**config.mk**
```make
export PLATFORM = sky130hd
export DESIGN_NAME = fsp_flash_status_and_protect
export DESIGN_NICKNAME = d
export VERILOG_FILES = /design/src/hw/fsp_pkg.sv /design/src/hw/fsp_flash_status_and_protect.sv
export SDC_FILE = /design/constraint.sdc
export NUM_CORES = 1
export LEC_CHECK = 0
export BUFFER_PORTS_ARGS = -buffer_cell sky130_fd_sc_hd__buf_2
export CAP_MARGIN = 40
export CORE_MARGIN = 10
export CORE_UTILIZATION = 41
export DETAILED_ROUTE_END_ITERATION = 12
export PLACE_DENSITY = 0.77
export SLEW_MARGIN = 20
export SYNTH_ARGS = -nofsm -noshare
export SYNTH_HDL_FRONTEND = slang
export SYNTH_SLANG_ARGS = --single-unit
```
**constraint.sdc**
```tcl
create_clock -name i_clk -period 2.7 [get_ports i_clk]
set_input_delay 0.675 -clock i_clk [delete_from_list [all_inputs] [get_ports i_clk]]
set_output_delay 0.675 -clock i_clk [all_outputs]
set_load 0.05 [all_outputs]
```
**src/hw/fsp_pkg.sv**
```systemverilog
// constants and types for the flash status and protection block
package fsp_pkg;
  localparam int unsigned STAT_W = 8;
  localparam int unsigned ADDR_W = 24;
  localparam int unsigned DATA_W = 16;
  // status byte bit positions
  localparam int unsigned BIT_READY = 7;
  localparam int unsigned BIT_ERASE_ERR = 5;
  localparam int unsigned BIT_PROG_ERR = 4;
  localparam int unsigned BIT_OVERPROG = 3;
  localparam logic [7:0] STATUS_RESET = 8'h80;
  // command codes
  localparam logic [7:0] CMD_READ_ARRAY = 8'hff;
  localparam logic [7:0] CMD_READ_STATUS = 8'h70;
  localparam logic [7:0] CMD_CLEAR_STATUS = 8'h50;
  localparam logic [7:0] CMD_PAGE_PROGRAM = 8'h41;
  localparam logic [7:0] CMD_BLOCK_ERASE = 8'h20;
  localparam logic [7:0] CMD_LOCK_PROGRAM = 8'h77;
  localparam logic [7:0] CMD_ERASE_ALL = 8'ha7;
  localparam logic [7:0] CMD_READ_LOCK = 8'h71;
  localparam logic [7:0] CMD_CONFIRM = 8'hd0;
  // page load: 256 bytes as 128 16-bit words
  localparam int unsigned PAGE_WORDS = 128;
  localparam logic [6:0] PAGE_LAST = 7'h7f;
  // protect control byte and its fields
  localparam logic [23:0] PROTECT_ADDR = 24'h00ffff;
  localparam int unsigned PROT_L1_LO = 0;
  localparam int unsigned PROT_L2_LO = 2;
  localparam int unsigned PROT_REL_LO = 4;
  localparam logic [1:0] PROT_PAIR_OFF = 2'h3;
  localparam logic [1:0] PROT_REL_OFF = 2'h0;
  // identification code
  localparam int unsigned ID_BYTES = 7;
  localparam logic [23:0] ID_FIRST_ADDR = 24'h0fffdf;
  // boot area window, one erase block
  localparam logic [23:0] BOOT_LO = 24'h0fe000;
  localparam logic [23:0] BOOT_HI = 24'h0fffff;

  typedef enum logic [2:0] {
    FSP_OP_NONE = 3'h0,
    FSP_OP_PAGE = 3'h1,
    FSP_OP_BLOCK_ERASE = 3'h2,
    FSP_OP_LOCK_PROGRAM = 3'h3,
    FSP_OP_ERASE_ALL = 3'h4
  } fsp_op_t;

  typedef enum logic [1:0] {
    FSP_RD_ARRAY = 2'h0,
    FSP_RD_STATUS = 2'h1,
    FSP_RD_LOCK = 2'h2
  } fsp_rd_t;

  typedef struct packed {
    logic we;
    logic [ADDR_W-1:0] addr;
    logic [DATA_W-1:0] data;
  } fsp_cmd_t;

  typedef struct packed {
    logic done;
    logic fail;
    logic overprog;
  } fsp_result_t;
endpackage : fsp_pkg

```
**src/hw/fsp_flash_status_and_protect.sv**
```systemverilog
// command sequencing, status byte and protection for the flash array
// Notes on behaviour
// - failed automatic write sets program-error flag, status bit 4.
// - program-error flag persists until the status clear command runs.
// - erase setup followed by a code other than confirm or read-array sets both error flags.
// - while bit 5 or bit 4 is set, program and erase commands are refused.
// - invalid or malformed command sets both error flags.
// - second cycle of two-cycle commands other than confirm or read-array errs.
// - read-array in second cycle cancels the setup, no error.
// - over-programmed page write sets status bit 3.
// - page write yields 80, 90 or 88 status for ok, fail, over-program.
// - bit 7 ready, bits 5..3 error flags, others reserved.
// - parallel mode protection comes from the byte at 0FFFF.
// - any zero in an enable pair blocks readout and modification.
// - two levels; level 2 also blocks tester readout and wins.
// - release bits at 00 turn protection off.
// - active protection forbids changing release bits in parallel mode.
// - serial mode, non-blank flash: identification mismatch ignores commands.
// - identification code is 8-bit bytes starting at 0FFFDF.
// - the boot area is one 8 Kbyte erase block.
// - user and boot areas are programmed and erased alike.
// - status clear command 50 resets bits 5, 4 and 3.
// - reset leaves the status byte at 80.
// - ready reads 0 during automatic operations, 1 afterwards.
`timescale 1ns/1ns
`default_nettype none
module fsp_flash_status_and_protect (
  input wire logic i_clk,
  input wire logic i_srst,
  input wire fsp_pkg::fsp_cmd_t i_cmd,
  input wire fsp_pkg::fsp_result_t i_result,
  input wire logic i_parallel_mode,
  input wire logic i_serial_mode,
  input wire logic [7:0] i_protect_byte,
  input wire logic i_protect_wr_req,
  input wire logic [7:0] i_protect_wr_data,
  input wire logic i_id_check,
  input wire logic [8*fsp_pkg::ID_BYTES-1:0] i_id_received,
  input wire logic [8*fsp_pkg::ID_BYTES-1:0] i_id_stored,
  output logic [7:0] o_status_byte,
  output logic o_ready_not_busy,
  output fsp_pkg::fsp_rd_t o_read_mode,
  output logic o_op_start,
  output fsp_pkg::fsp_op_t o_op_kind,
  output logic [fsp_pkg::ADDR_W-1:0] o_op_addr,
  output logic o_page_data_we,
  output logic [6:0] o_page_index,
  output logic [fsp_pkg::DATA_W-1:0] o_page_data,
  output logic o_cmd_refused,
  output logic o_read_blocked,
  output logic o_modify_blocked,
  output logic o_tester_read_blocked,
  output logic o_protect_wr_allow,
  output logic o_id_accept,
  output logic o_addr_in_boot
);
  typedef enum logic [1:0] {
    FSP_ST_IDLE = 2'h0,
    FSP_ST_CONFIRM = 2'h1,
    FSP_ST_LOAD = 2'h2,
    FSP_ST_BUSY = 2'h3
  } fsp_state_t;

  function automatic logic fsp_in_boot(input logic [23:0] a);
    fsp_in_boot = (a >= fsp_pkg::BOOT_LO) && (a <= fsp_pkg::BOOT_HI);
  endfunction : fsp_in_boot

  fsp_state_t state;
  fsp_state_t next_state;
  fsp_pkg::fsp_op_t pend_op;
  fsp_pkg::fsp_op_t next_pend_op;
  fsp_pkg::fsp_rd_t next_read_mode;
  logic [6:0] load_cnt;
  logic erase_err;
  logic prog_err;
  logic overprog;
  logic id_ok;

  wire logic [7:0] code = i_cmd.data[7:0];
  wire logic cmd_we = i_cmd.we && o_id_accept;
  wire logic any_err = erase_err || prog_err;
  wire logic is_setup_code = (code == fsp_pkg::CMD_BLOCK_ERASE) ||
      (code == fsp_pkg::CMD_LOCK_PROGRAM) || (code == fsp_pkg::CMD_ERASE_ALL);
  wire logic is_modify_code = is_setup_code ||
      (code == fsp_pkg::CMD_PAGE_PROGRAM);
  wire logic is_plain_code = (code == fsp_pkg::CMD_READ_ARRAY) ||
      (code == fsp_pkg::CMD_READ_STATUS) ||
      (code == fsp_pkg::CMD_CLEAR_STATUS) ||
      (code == fsp_pkg::CMD_READ_LOCK);
  wire logic idle_we = cmd_we && (state == FSP_ST_IDLE);
  wire logic conf_we = cmd_we && (state == FSP_ST_CONFIRM);
  wire logic refuse = idle_we && any_err && is_modify_code;
  wire logic bad_code = idle_we && !is_plain_code && !is_modify_code;
  // second cycle neither confirm nor read array
  wire logic bad_conf = conf_we && (code != fsp_pkg::CMD_CONFIRM) &&
      (code != fsp_pkg::CMD_READ_ARRAY);
  wire logic seq_err = bad_code || bad_conf;
  wire logic clear_cmd = idle_we && (code == fsp_pkg::CMD_CLEAR_STATUS);
  wire logic confirmed = conf_we && (code == fsp_pkg::CMD_CONFIRM);
  wire logic load_done = cmd_we && (state == FSP_ST_LOAD) &&
      (load_cnt == fsp_pkg::PAGE_LAST);
  wire logic op_end = (state == FSP_ST_BUSY) && i_result.done;
  wire logic erase_op = (pend_op != fsp_pkg::FSP_OP_PAGE);

  // protection decode
  wire logic [1:0] prot_l1 = i_protect_byte[fsp_pkg::PROT_L1_LO +: 2];
  wire logic [1:0] prot_l2 = i_protect_byte[fsp_pkg::PROT_L2_LO +: 2];
  wire logic [1:0] prot_rel = i_protect_byte[fsp_pkg::PROT_REL_LO +: 2];
  wire logic prot_released = (prot_rel == fsp_pkg::PROT_REL_OFF);
  // any zero in a pair turns protection on
  wire logic l1_sel = (prot_l1 != fsp_pkg::PROT_PAIR_OFF);
  wire logic l2_sel = (prot_l2 != fsp_pkg::PROT_PAIR_OFF);
  wire logic prot_on = i_parallel_mode && !prot_released && (l1_sel || l2_sel);
  // level 2 wins when both chosen
  wire logic prot_l2_on = prot_on && l2_sel;
  wire logic rel_change = i_protect_wr_data[fsp_pkg::PROT_REL_LO +: 2] !=
      prot_rel;

  // blank when every stored byte is all ones
  wire logic id_blank = &i_id_stored;
  // compare received code with the stored bytes
  wire logic id_match = (i_id_received == i_id_stored);

  always_comb begin
    next_state = state;
    next_pend_op = pend_op;
    next_read_mode = o_read_mode;
    case (state)
      FSP_ST_IDLE: begin
        if (idle_we && !refuse) begin
          case (code)
            fsp_pkg::CMD_READ_ARRAY: next_read_mode = fsp_pkg::FSP_RD_ARRAY;
            fsp_pkg::CMD_READ_STATUS: next_read_mode = fsp_pkg::FSP_RD_STATUS;
            fsp_pkg::CMD_READ_LOCK: next_read_mode = fsp_pkg::FSP_RD_LOCK;
            fsp_pkg::CMD_PAGE_PROGRAM: begin
              next_pend_op = fsp_pkg::FSP_OP_PAGE;
              next_state = FSP_ST_LOAD;
            end
            fsp_pkg::CMD_BLOCK_ERASE: begin
              next_pend_op = fsp_pkg::FSP_OP_BLOCK_ERASE;
              next_state = FSP_ST_CONFIRM;
            end
            fsp_pkg::CMD_LOCK_PROGRAM: begin
              next_pend_op = fsp_pkg::FSP_OP_LOCK_PROGRAM;
              next_state = FSP_ST_CONFIRM;
            end
            fsp_pkg::CMD_ERASE_ALL: begin
              next_pend_op = fsp_pkg::FSP_OP_ERASE_ALL;
              next_state = FSP_ST_CONFIRM;
            end
            // bad codes and clear leave the read mode alone
            default: next_read_mode = o_read_mode;
          endcase
        end
      end
      FSP_ST_CONFIRM: begin
        if (confirmed) begin
          next_state = FSP_ST_BUSY;
          next_read_mode = fsp_pkg::FSP_RD_STATUS;
        end else if (conf_we) begin
          // cancel setup; read-array falls back to array read, a bad code to status read
          next_state = FSP_ST_IDLE;
          next_pend_op = fsp_pkg::FSP_OP_NONE;
          if (!bad_conf) begin
            next_read_mode = fsp_pkg::FSP_RD_ARRAY;
          end else begin
            next_read_mode = fsp_pkg::FSP_RD_STATUS;
          end
        end
      end
      FSP_ST_LOAD: begin
        if (load_done) begin
          next_state = FSP_ST_BUSY;
          next_read_mode = fsp_pkg::FSP_RD_STATUS;
        end
      end
      FSP_ST_BUSY: begin
        if (i_result.done) begin
          next_state = FSP_ST_IDLE;
          next_pend_op = fsp_pkg::FSP_OP_NONE;
        end
      end
      default: next_state = FSP_ST_IDLE;
    endcase
  end

  always_ff @(posedge i_clk) begin
    if (i_srst) begin
      state <= FSP_ST_IDLE;
      pend_op <= fsp_pkg::FSP_OP_NONE;
      o_read_mode <= fsp_pkg::FSP_RD_ARRAY;
    end else begin
      state <= next_state;
      pend_op <= next_pend_op;
      o_read_mode <= next_read_mode;
    end
  end

  // page words are counted; the address is latched at the setup write and retaken at the second cycle of an erase or lock setup
  always_ff @(posedge i_clk) begin
    if (i_srst) begin
      load_cnt <= 7'h00;
      o_op_addr <= '0;
    end else if (idle_we && !refuse) begin
      load_cnt <= 7'h00;
      o_op_addr <= i_cmd.addr;
    end else if (conf_we) begin
      // boot erase snaps to the one boot block
      o_op_addr <= fsp_in_boot(i_cmd.addr) ? fsp_pkg::BOOT_LO : i_cmd.addr;
    end else if (cmd_we && state == FSP_ST_LOAD) begin
      load_cnt <= load_cnt + 7'h01;
    end
  end

  always_ff @(posedge i_clk) begin
    if (i_srst) begin
      o_page_data_we <= 1'b0;
      o_page_index <= 7'h00;
      o_page_data <= '0;
      o_op_start <= 1'b0;
      o_op_kind <= fsp_pkg::FSP_OP_NONE;
      o_cmd_refused <= 1'b0;
    end else begin
      o_page_data_we <= cmd_we && (state == FSP_ST_LOAD);
      o_page_index <= load_cnt;
      o_page_data <= i_cmd.data;
      o_op_start <= confirmed || load_done;
      if (confirmed || load_done) begin
        o_op_kind <= pend_op;
      end
      o_cmd_refused <= refuse || (i_cmd.we && !o_id_accept);
    end
  end

  // status clear; a set in the clear cycle wins
  wire logic next_prog_err = seq_err || (op_end && i_result.fail) ||
      (prog_err && !clear_cmd);
  wire logic next_erase_err = seq_err ||
      (op_end && erase_op && i_result.fail) || (erase_err && !clear_cmd);
  wire logic next_overprog = (op_end && !erase_op && i_result.overprog) ||
      (overprog && !clear_cmd);

  logic [7:0] next_status;
  always_comb begin
    next_status = 8'h00;
    next_status[fsp_pkg::BIT_READY] = (next_state != FSP_ST_BUSY);
    next_status[fsp_pkg::BIT_ERASE_ERR] = next_erase_err;
    next_status[fsp_pkg::BIT_PROG_ERR] = next_prog_err;
    next_status[fsp_pkg::BIT_OVERPROG] = next_overprog;
  end

  // status byte loads next values so it moves with the flags and state
  always_ff @(posedge i_clk) begin
    if (i_srst) begin
      erase_err <= 1'b0;
      prog_err <= 1'b0;
      overprog <= 1'b0;
      o_status_byte <= fsp_pkg::STATUS_RESET;
    end else begin
      erase_err <= next_erase_err;
      prog_err <= next_prog_err;
      overprog <= next_overprog;
      o_status_byte <= next_status;
    end
  end

  assign o_ready_not_busy = (state != FSP_ST_BUSY);

  // identification result held until the next check; mode exit clears it
  always_ff @(posedge i_clk) begin
    if (i_srst) begin
      id_ok <= 1'b0;
    end else if (!i_serial_mode) begin
      id_ok <= 1'b0;
    end else if (i_id_check) begin
      id_ok <= id_blank || id_match;
    end
  end

  // commands ignored in serial mode until accepted
  assign o_id_accept = !i_serial_mode || id_ok;

  assign o_read_blocked = prot_on;
  assign o_modify_blocked = prot_on;
  assign o_tester_read_blocked = prot_l2_on;
  // release bits frozen while protected in parallel mode
  assign o_protect_wr_allow = i_protect_wr_req &&
      !(prot_on && rel_change);
  // boot window indicator for the current command address
  assign o_addr_in_boot = fsp_in_boot(i_cmd.addr);
endmodule : fsp_flash_status_and_protect
`default_nettype wire

```
Word-level counts from Yosys, hierarchy flattened
Cells that the tools add are included.
{"block": "classes", "n_addsub": 1, "magnitude_cmp": 2, "eq_ne": 30, "muxes": 23, "bitwise": 2, "reduce_logical": 69}
{"operator": "$mux 24", "n": 3}
{"operator": "$eq 56x56->1", "n": 1}
{"operator": "$reduce_and 56->1", "n": 1}
{"operator": "$eq 8x7->1 const B", "n": 5}
{"operator": "$logic_and 1x1->1", "n": 30}
{"operator": "$eq 8x8->1 const B", "n": 3}
{"operator": "$ge 24x20->1 const B", "n": 1}
{"operator": "$le 24x20->1 const B", "n": 1}
{"operator": "$logic_or 1x1->1", "n": 18}
{"operator": "$mux 2", "n": 9}
{"operator": "$ne 2x2->1 const B", "n": 8}
{"operator": "$ne 8x8->1 const B", "n": 2}
{"operator": "$mux 3", "n": 4}
{"operator": "$pmux 2 s3", "n": 2}
{"operator": "$pmux 3 s4", "n": 1}
{"operator": "$logic_not 1->1", "n": 9}
{"operator": "$pmux 3 s3", "n": 1}
{"operator": "$eq 8x6->1 const B", "n": 1}
{"operator": "$pmux 2 s4", "n": 1}
{"operator": "$add 7x1->7 const B", "n": 1}
{"operator": "$eq 7x7->1 const B", "n": 1}
{"operator": "$reduce_and 6->1", "n": 1}
{"operator": "$reduce_bool 3->1", "n": 2}
{"operator": "$ne 5x5->1 const B", "n": 1}
{"operator": "other kinds (16)", "n": 20}
{"block": "word_totals", "reg_bits": 79, "inputBits": 178, "output_inout_bits": 70, "wordCells": 144}

Longest topological paths before layout
Gate-level depths: netlist (run 1).
{"block": "depth", "ltp_word": 11, "depth_mapped": 7, "ltp_nobuf": 7}

Least setup slack after synthesis (run 1)
No wires, ideal clock.
{"block": "synth_path", "path_kind": "in2out", "start": "in i_protect_byte[2]", "end": "out o_protect_wr_allow", "arrival_ps": 2589, "required_time_ps": 2025, "path_slack_ps": -564, "stages": 2, "n_path_buf": 0, "path_cell_list": "a41oi_1 -> a21boi_0"}
{"block": "synth_via", "elab_chain_cells": 6}
{"element": "start: declaration", "line": "fsp_flash_status_and_protect.sv:34", "text": "input wire logic [7:0] i_protect_byte,"}
{"element": "$ne 2x2->1", "line": "fsp_flash_status_and_protect.sv:112", "text": "wire logic l2_sel = (prot_l2 != fsp_pkg::PROT_PAIR_OFF);"}
{"element": "$logic_or 1x1->1", "line": "fsp_flash_status_and_protect.sv:113", "text": "wire logic prot_on = i_parallel_mode && !prot_released && (l1_sel || l2_sel);"}
{"element": "$logic_and 1x1->1", "line": "fsp_flash_status_and_protect.sv:113"}
{"element": "$logic_and 1x1->1", "line": "fsp_flash_status_and_protect.sv:288", "text": "!(prot_on && rel_change);"}
{"element": "$logic_not 1->1", "line": "fsp_flash_status_and_protect.sv:288"}
{"element": "$logic_and 1x1->1", "line": "fsp_flash_status_and_protect.sv:287", "text": "assign o_protect_wr_allow = i_protect_wr_req &&"}
{"element": "end: declaration", "line": "fsp_flash_status_and_protect.sv:53", "text": "output logic o_protect_wr_allow,"}
Every way passes these cells.

Worst setup path after layout (run 1)
{"block": "layout_path", "start": "in i_cmd[39] in the netlist's numbering", "end": "out o_addr_in_boot"}
{"block": "layout_via", "elab_chain_cells": 2, "elab_cells_between_ends": 3}
{"element": "start: declaration", "line": "fsp_flash_status_and_protect.sv:30", "text": "input wire fsp_pkg::fsp_cmd_t i_cmd,"}
{"element": "$ge 24x20->1 or $le 24x20->1 (tied branches)", "line": "fsp_flash_status_and_protect.sv:65", "text": "fsp_in_boot = (a >= fsp_pkg::BOOT_LO) && (a <= fsp_pkg::BOOT_HI);"}
{"element": "$logic_and 1x1->1 *", "line": "fsp_flash_status_and_protect.sv:65"}
{"element": "end: declaration", "line": "fsp_flash_status_and_protect.sv:55", "text": "output logic o_addr_in_boot"}
Every way passes the cells marked *; elsewhere a longest branch is shown, timed or not.

==> impl_metrics.yaml, run 1 <==
grt:
  grtUsageTotal_pct: 19.91
  grt_max_degree: 27
  grt_overflow_total: 0
  grt_pass1_wl_mm: 22.66
  antenna_found_initial: 2
  first_global_vias: 4489
sta:
  finClkSkew_ps: 16.51
  finalSetupViolCount: 0
  max_clock_freq_mhz: 388.5
  rsz0062_at_grt: "no"
  worst_slew_pin_slew_ps: 606.7
  hold_viol_final: 0
  finalCritPeriodShare_pct: 95.35
  drv_slew: 0
  whs_ps: 462.3
  fin_crit_ps: 2574
  slew-limit-headroom_pct: 59.18
  tns_ps: 0
routing:
  vias_per_cell: 5.107
  vias: 4101
  drtPass1Iterations: 4
  wl_per_cell_um: 18.03
  drtIter0Drc: 201
  ant_nets: 0
  wl_mm: 14.48
  drc: 0
clocking:
  clkTransAtPathRegs_ps: 80
  cts_resized: 0
  clkLatencyLatePin_ps: 350
  cts-root-buf: "clkbuf_8"
  cts_hold_buf: 0
  cts_sinks: 72
  cts_setup_buffers: 0
  cts_made_buffers: 9
  clockBufferDepth: 2
  cts_tree: "done"
  ctsHtreeMaxLevel: 3
placed_design:
  gp_congestion: 0.8819
  dp_hpwl_mm: 12.65
  dp.cells: 785
  io_buffers: 235
logic_synthesis:
  postSynthCellCount: 432
  synth_cell_types: 59
  synth_edf_count: 0
  ys.flop_type: "dfxtp_1"
  synth-compound-area-share_pct: 10.60
  async_flop_share_pct: 0
  syn_area_um2: 3941
  synth_top_family_by_area: "simple AND/OR/NAND/NOR gates"
  avgSynthCellArea_um2: 9.123
  synthAdderAreaFrac_pct: 2.540
  synth_xor_area_share_pct: 14.22
  muxShareOfSynthArea_pct: 4.603
  synth_seq_cells: 72
  ys_seq_area_share_pct: 36.57
  yosysWarnings: 0
  yosys.area_share.simple_pct: 27.24
pwr:
  p_sw_share_pct: 37.59
  sequentialPowerShare_pct: 36.5
  peakVddDrop_v: 0.0002539
  comb_power_share_pct: 35.3
  intPower_uw: 2117
  power_density_nw_per_um2: 615.5
  p_leak_uw: 0.002569
  p_switching_uw: 1275
  clock_power_share_pct: 28.1
finish:
  fin_nets: 853
  drive_gt1_share_pct: 40.33
  final-instance-count-excl-fill: 803
  fill_cells: 867
  syn_to_final_growth_pct: 39.84
  final_common_cell: "buf_2"
  final_cell_mix: "buf_2, dfxtp_1, xnor2_1"
floorplan:
  io_pins: 248
  die_area_um2: 13930
  rows: 35
  die_h_um: 118.0
  start_util_pct: 42.45
  die_w_um: 118.0
  core_um2: 9284
worst_setup_path:
  critPathKind: "in2out"
  end_kind: "primary output"
  start_kind: "primary input"
  worst_ep_arrival_time_ps: 1900
  worst_ep_required_time_ps: 2030
  cp_max_fo: 2
flow_run:
  max_cap_violations: 0
status:
  status: "completed"
min_path:
  hold_class: "reg2reg"
## critical path: stages
cell	delay, ps
buf_2	100
or4b_1	590
nor3_4	230
buf_2	300
## state kept, by name, summed over array words and instances (netlist names)
signal and count:
pend_op 3, o_page_index 7, state 2, id_ok 1
o_op_start 1, load_cnt 7, o_cmd_refused 1, o_op_kind 3
o_status_byte 4, o_page_data 16, o_page_data_we 1, o_read_mode 2
o_op_addr 24
## metrics by stage
step / setup slack [ps] / instance area, um2 / total power [uW] / utilization [%]
2_1_floorplan: 20.84 / 3971 / 2082 / -
3_3_place_gp: 117.4 / 5280 / 2441 / 56.87
3_5_place_dp: 105.0 / 5280 / 2463 / 56.87
4_1_cts: 104.7 / 5507 / 3424 / 59.31
5_1_grt: 73.07 / 5512 / 3568 / 59.37
6_report: 125.7 / 5512 / 3392 / 59.37
## cell type report
type	count	area, um2	share of cell area (%)
antenna	2	5.005	0.09081
clock buffer	9	123.9	2.247
clock inverter	7	102.6	1.862
inverter	7	26.28	0.4767
multi-input combinational	331	2367	42.95
sequential	72	1441	26.15
tap	129	161.4	2.928
timing repair buffer	246	1284	23.29
## power groups by stage
stage               sequential, uW  clock [uW]  combinational [uW]
finish                        1240         954                1200
global route                  1250        1030                1280
CTS                           1240         981                1200
detailed placement            1260           0                1200
global placement              1260           0                1180
floorplan                     1600           0                 485
## cell usage after synthesis, drive strengths merged (2+ instances only)
library cell	instances	area [um2]
and3b	2	17.52
o211ai	2	15.01
inv	7	26.28
nor3b	2	15.01
or2	4	25.03
ha	8	100.1
nand2	14	52.55
clkbuf	13	48.80
nand4	29	181.4
a21oi	7	38.79
a41oi	3	26.28
nand4b	2	17.52
nand3	15	75.07
nor3	8	40.04
nor2	22	82.58
o22ai	2	12.51
nand2b	28	175.2
nor2b	26	162.7
buf	12	87.57
a22o	13	113.9
o21ai	5	25.02
and3	3	18.77
or4b	3	30.03
mux2i	17	170.2
a31oi	2	12.51
a211oi	3	35.03
xnor2	43	376.6
nor4	13	81.33
or3b	2	17.52
or3	2	12.51
or4	4	30.03
a21o	3	22.52
xor2	21	183.9
dfxtp	72	1441
nand3b	2	15.01
## worst paths after layout
| path | startpoint | to | slack [ps] | depth (start not counted) |
|---|---|---|---|---|
| max | i_cmd[39] | o_addr_in_boot | 130 | 4 |
| min | o_status_byte[3]$_SDFF_PP0_ | o_status_byte[3]$_SDFF_PP0_ | 460 | 2 |
| max reg2reg | state[1]$_SDFF_PP0_ | pend_op[2]$_SDFFE_PP0P_ | 530 | 7 |
| min reg2reg | o_status_byte[3]$_SDFF_PP0_ | o_status_byte[3]$_SDFF_PP0_ | 460 | 2 |
## cells by family after synthesis
logic type      after synthesis
compound gates               53
xor+xnor                     64
fa+ha+maj                     8
buf+inv                      32
flops                        72
mux                          18
other cells                   1
simple gates                184
## routing by layer
| metal | part of all wire, % | vias up | track usage (%) |
|---|---|---|---|
| li1 | - | 2015 | - |
| met1 | 35 | 1877 | 17.97 |
| met2 | 52 | 183 | 36.99 |
| met3 | 10 | 26 | 8.873 |
| met4 | 3.2 | 0 | 9.428 |
| met5 | 0 | - | 0 |
(Power assumes the default switching activity.)
==> run 2: changes to the inputs <==
--- a/config.mk
+++ b/config.mk
@@ -11,6 +11,7 @@
 export CORE_UTILIZATION = 41
 export DETAILED_ROUTE_END_ITERATION = 12
 export PLACE_DENSITY = 0.77
+export REMOVE_ABC_BUFFERS = 1
 export SLEW_MARGIN = 20
 export SYNTH_ARGS = -nofsm -noshare
 export SYNTH_HDL_FRONTEND = slang
==> constraint.sdc (replaced) <==
create_clock -name i_clk -period 2.5 [get_ports i_clk]
set_input_delay 0.625 -clock i_clk [delete_from_list [all_inputs] [get_ports i_clk]]
set_output_delay 0.625 -clock i_clk [all_outputs]
set_load 0.05 [all_outputs]
==> impl_metrics.yaml, run 2 (synthesis gave the netlist of run 1 again) <==
routing:
  met1Wirelength_mm: 5.386
  wl_met3_mm: 1.606
  drtIter0Drc: 157
  vias: 4101
  routed.top_layer: "met4"
  drtPass1Iterations: 5
  vias_per_cell: 5.101
  wl_mm: 15.11
  wl_per_cell_um: 18.79
  ant_nets: 0
  dr_wl_met2_mm: 7.633
  drc: 0
worst_setup_path:
  end_kind: "primary output"
  start_kind: "primary input"
  worst_ep_required_time_ps: 1880
  worstRegToRegCells: 7
  cp-startpoint: "i_cmd[39]"
  worst_ep_arrival_time_ps: 1790
  cp_max_fo: 2
  critPathKind: "in2out"
  r2r-start: "state[1]$_SDFF_PP0_"
placed_design:
  place_ws_ps: -140.8
  dp_hpwl_mm: 13.26
  io_buffers: 235
  dp.cells: 788
  gp_congestion: 0.9364
floorplan:
  rows: 35
  die_h_um: 118.0
  die_w_um: 118.0
  die_area_um2: 13930
  start_util_pct: 42.45
  io_pins: 248
  core_um2: 9284
finish:
  final-instance-count-excl-fill: 804
  area.sequential_um2: 1441
  final_common_cell: "buf_2"
  drive_gt1_share_pct: 40.30
  syn_to_final_growth_pct: 39.30
  multi_input_area_um2: 2349
  fin_nets: 856
  final_cell_mix: "buf_2, dfxtp_1, xnor2_1"
  antenna_cells: 0
  reg.largest.list: "o_op_addr (24), o_page_data (16)"
  fill_cells: 835
  regMostFlops: "o_op_addr"
  largest_reg_flops: 24
grt:
  antenna_found_initial: 0
  first_global_vias: 4487
  grt_max_degree: 41
  grtUsageTotal_pct: 20.92
  grt_overflow_total: 0
  grt_pass1_wl_mm: 23.68
sta:
  setup_slack_ps: 81.78
  finClkSkew_ps: 9.921
  fin_crit_ps: 2418
  rsz0062_at_grt: "no"
  hold_viol_final: 0
  finalSetupViolCount: 0
  finalCritPeriodShare_pct: 96.73
  slew-limit-headroom_pct: 60.12
  tns_ps: 0
  max_clock_freq_mhz: 413.5
  drv_slew: 0
  worst_slew_pin_slew_ps: 583.2
clocking:
  clockBufferDepth: 2
  cts-root-buf: "clkbuf_8"
  cts_tree: "done"
  cts_made_buffers: 9
  clkTransAtPathRegs_ps: 70
  ctsHtreeMaxLevel: 3
  cts_sinks: 72
  cts_setup_buffers: 0
  clkLatencyLatePin_ps: 340
pwr:
  power.total_uw: 3579
  peakVddDrop_v: 0.0003413
  p_leak_uw: 0.002549
  power_density_nw_per_um2: 652.0
flow_run:
  max_cap_violations: 0
min_path:
  hold_depth: 1
  hp-start: "o_op_addr[12]$_SDFFE_PP0P_"
  hold_class: "reg2reg"
status:
  status: "completed"
[run 2: cell types whose count changed in the layout (fill, tap and decap cells not counted), moves of 2 or more]
cell        delta
clkinvlp_4     +3
buf_4          +3
clkinv_4       -2
diode_2        -2
[run 2: critical path, stage by stage]
cell and delay [ps]:
buf_2 100, or4b_1 530, nor3_1 240, clkbuf_4 290
[run 2: metrics by stage]
stage	hold slack (ps)	utilization [%]	instance area (um2)
floorplan	459.1	-	3816
global placement	439.7	56.91	5284
detailed placement	449.8	56.91	5284
CTS	477.2	59.11	5488
global route	478.1	59.14	5490
finish	472.1	59.14	5490
[run 2: what timing repair did]
action | CTS | global route
hold buffers | 0 | 0
endpoints found under the setup margin | 0 | 1
resized for setup | 0 | 1
[run 2: layout make-up]
type / count / share of cell area (%)
clock buffers: 10 / 2.507
clock inverters: 6 / 1.208
inverters: 7 / 0.4786
multi-input cells: 331 / 42.78
flip-flops and latches: 72 / 26.25
well taps: 129 / 2.940
repair buffers: 249 / 23.84
[run 2: worst paths after layout]
check,to,slack (ps)
worst max register to register,pend_op[2]$_SDFFE_PP0P_,410
worst min register to register,o_op_addr[12]$_SDFFE_PP0P_,470
worst max-delay path,o_addr_in_boot,80
worst min-delay path,o_op_addr[12]$_SDFFE_PP0P_,470
[run 2: report_power, final]
group          internal (uW)  switching [uW]
combinational            443             864
clock                    489             439
sequential              1270            72.6
[run 2: layer usage]
layer | GRT usage (%) | up-vias
met3 | 9.784 | 23
met4 | 8.887 | 0
met5 | 0 | -
met1 | 19.52 | 1853
met2 | 38.22 | 211
li1 | - | 2014
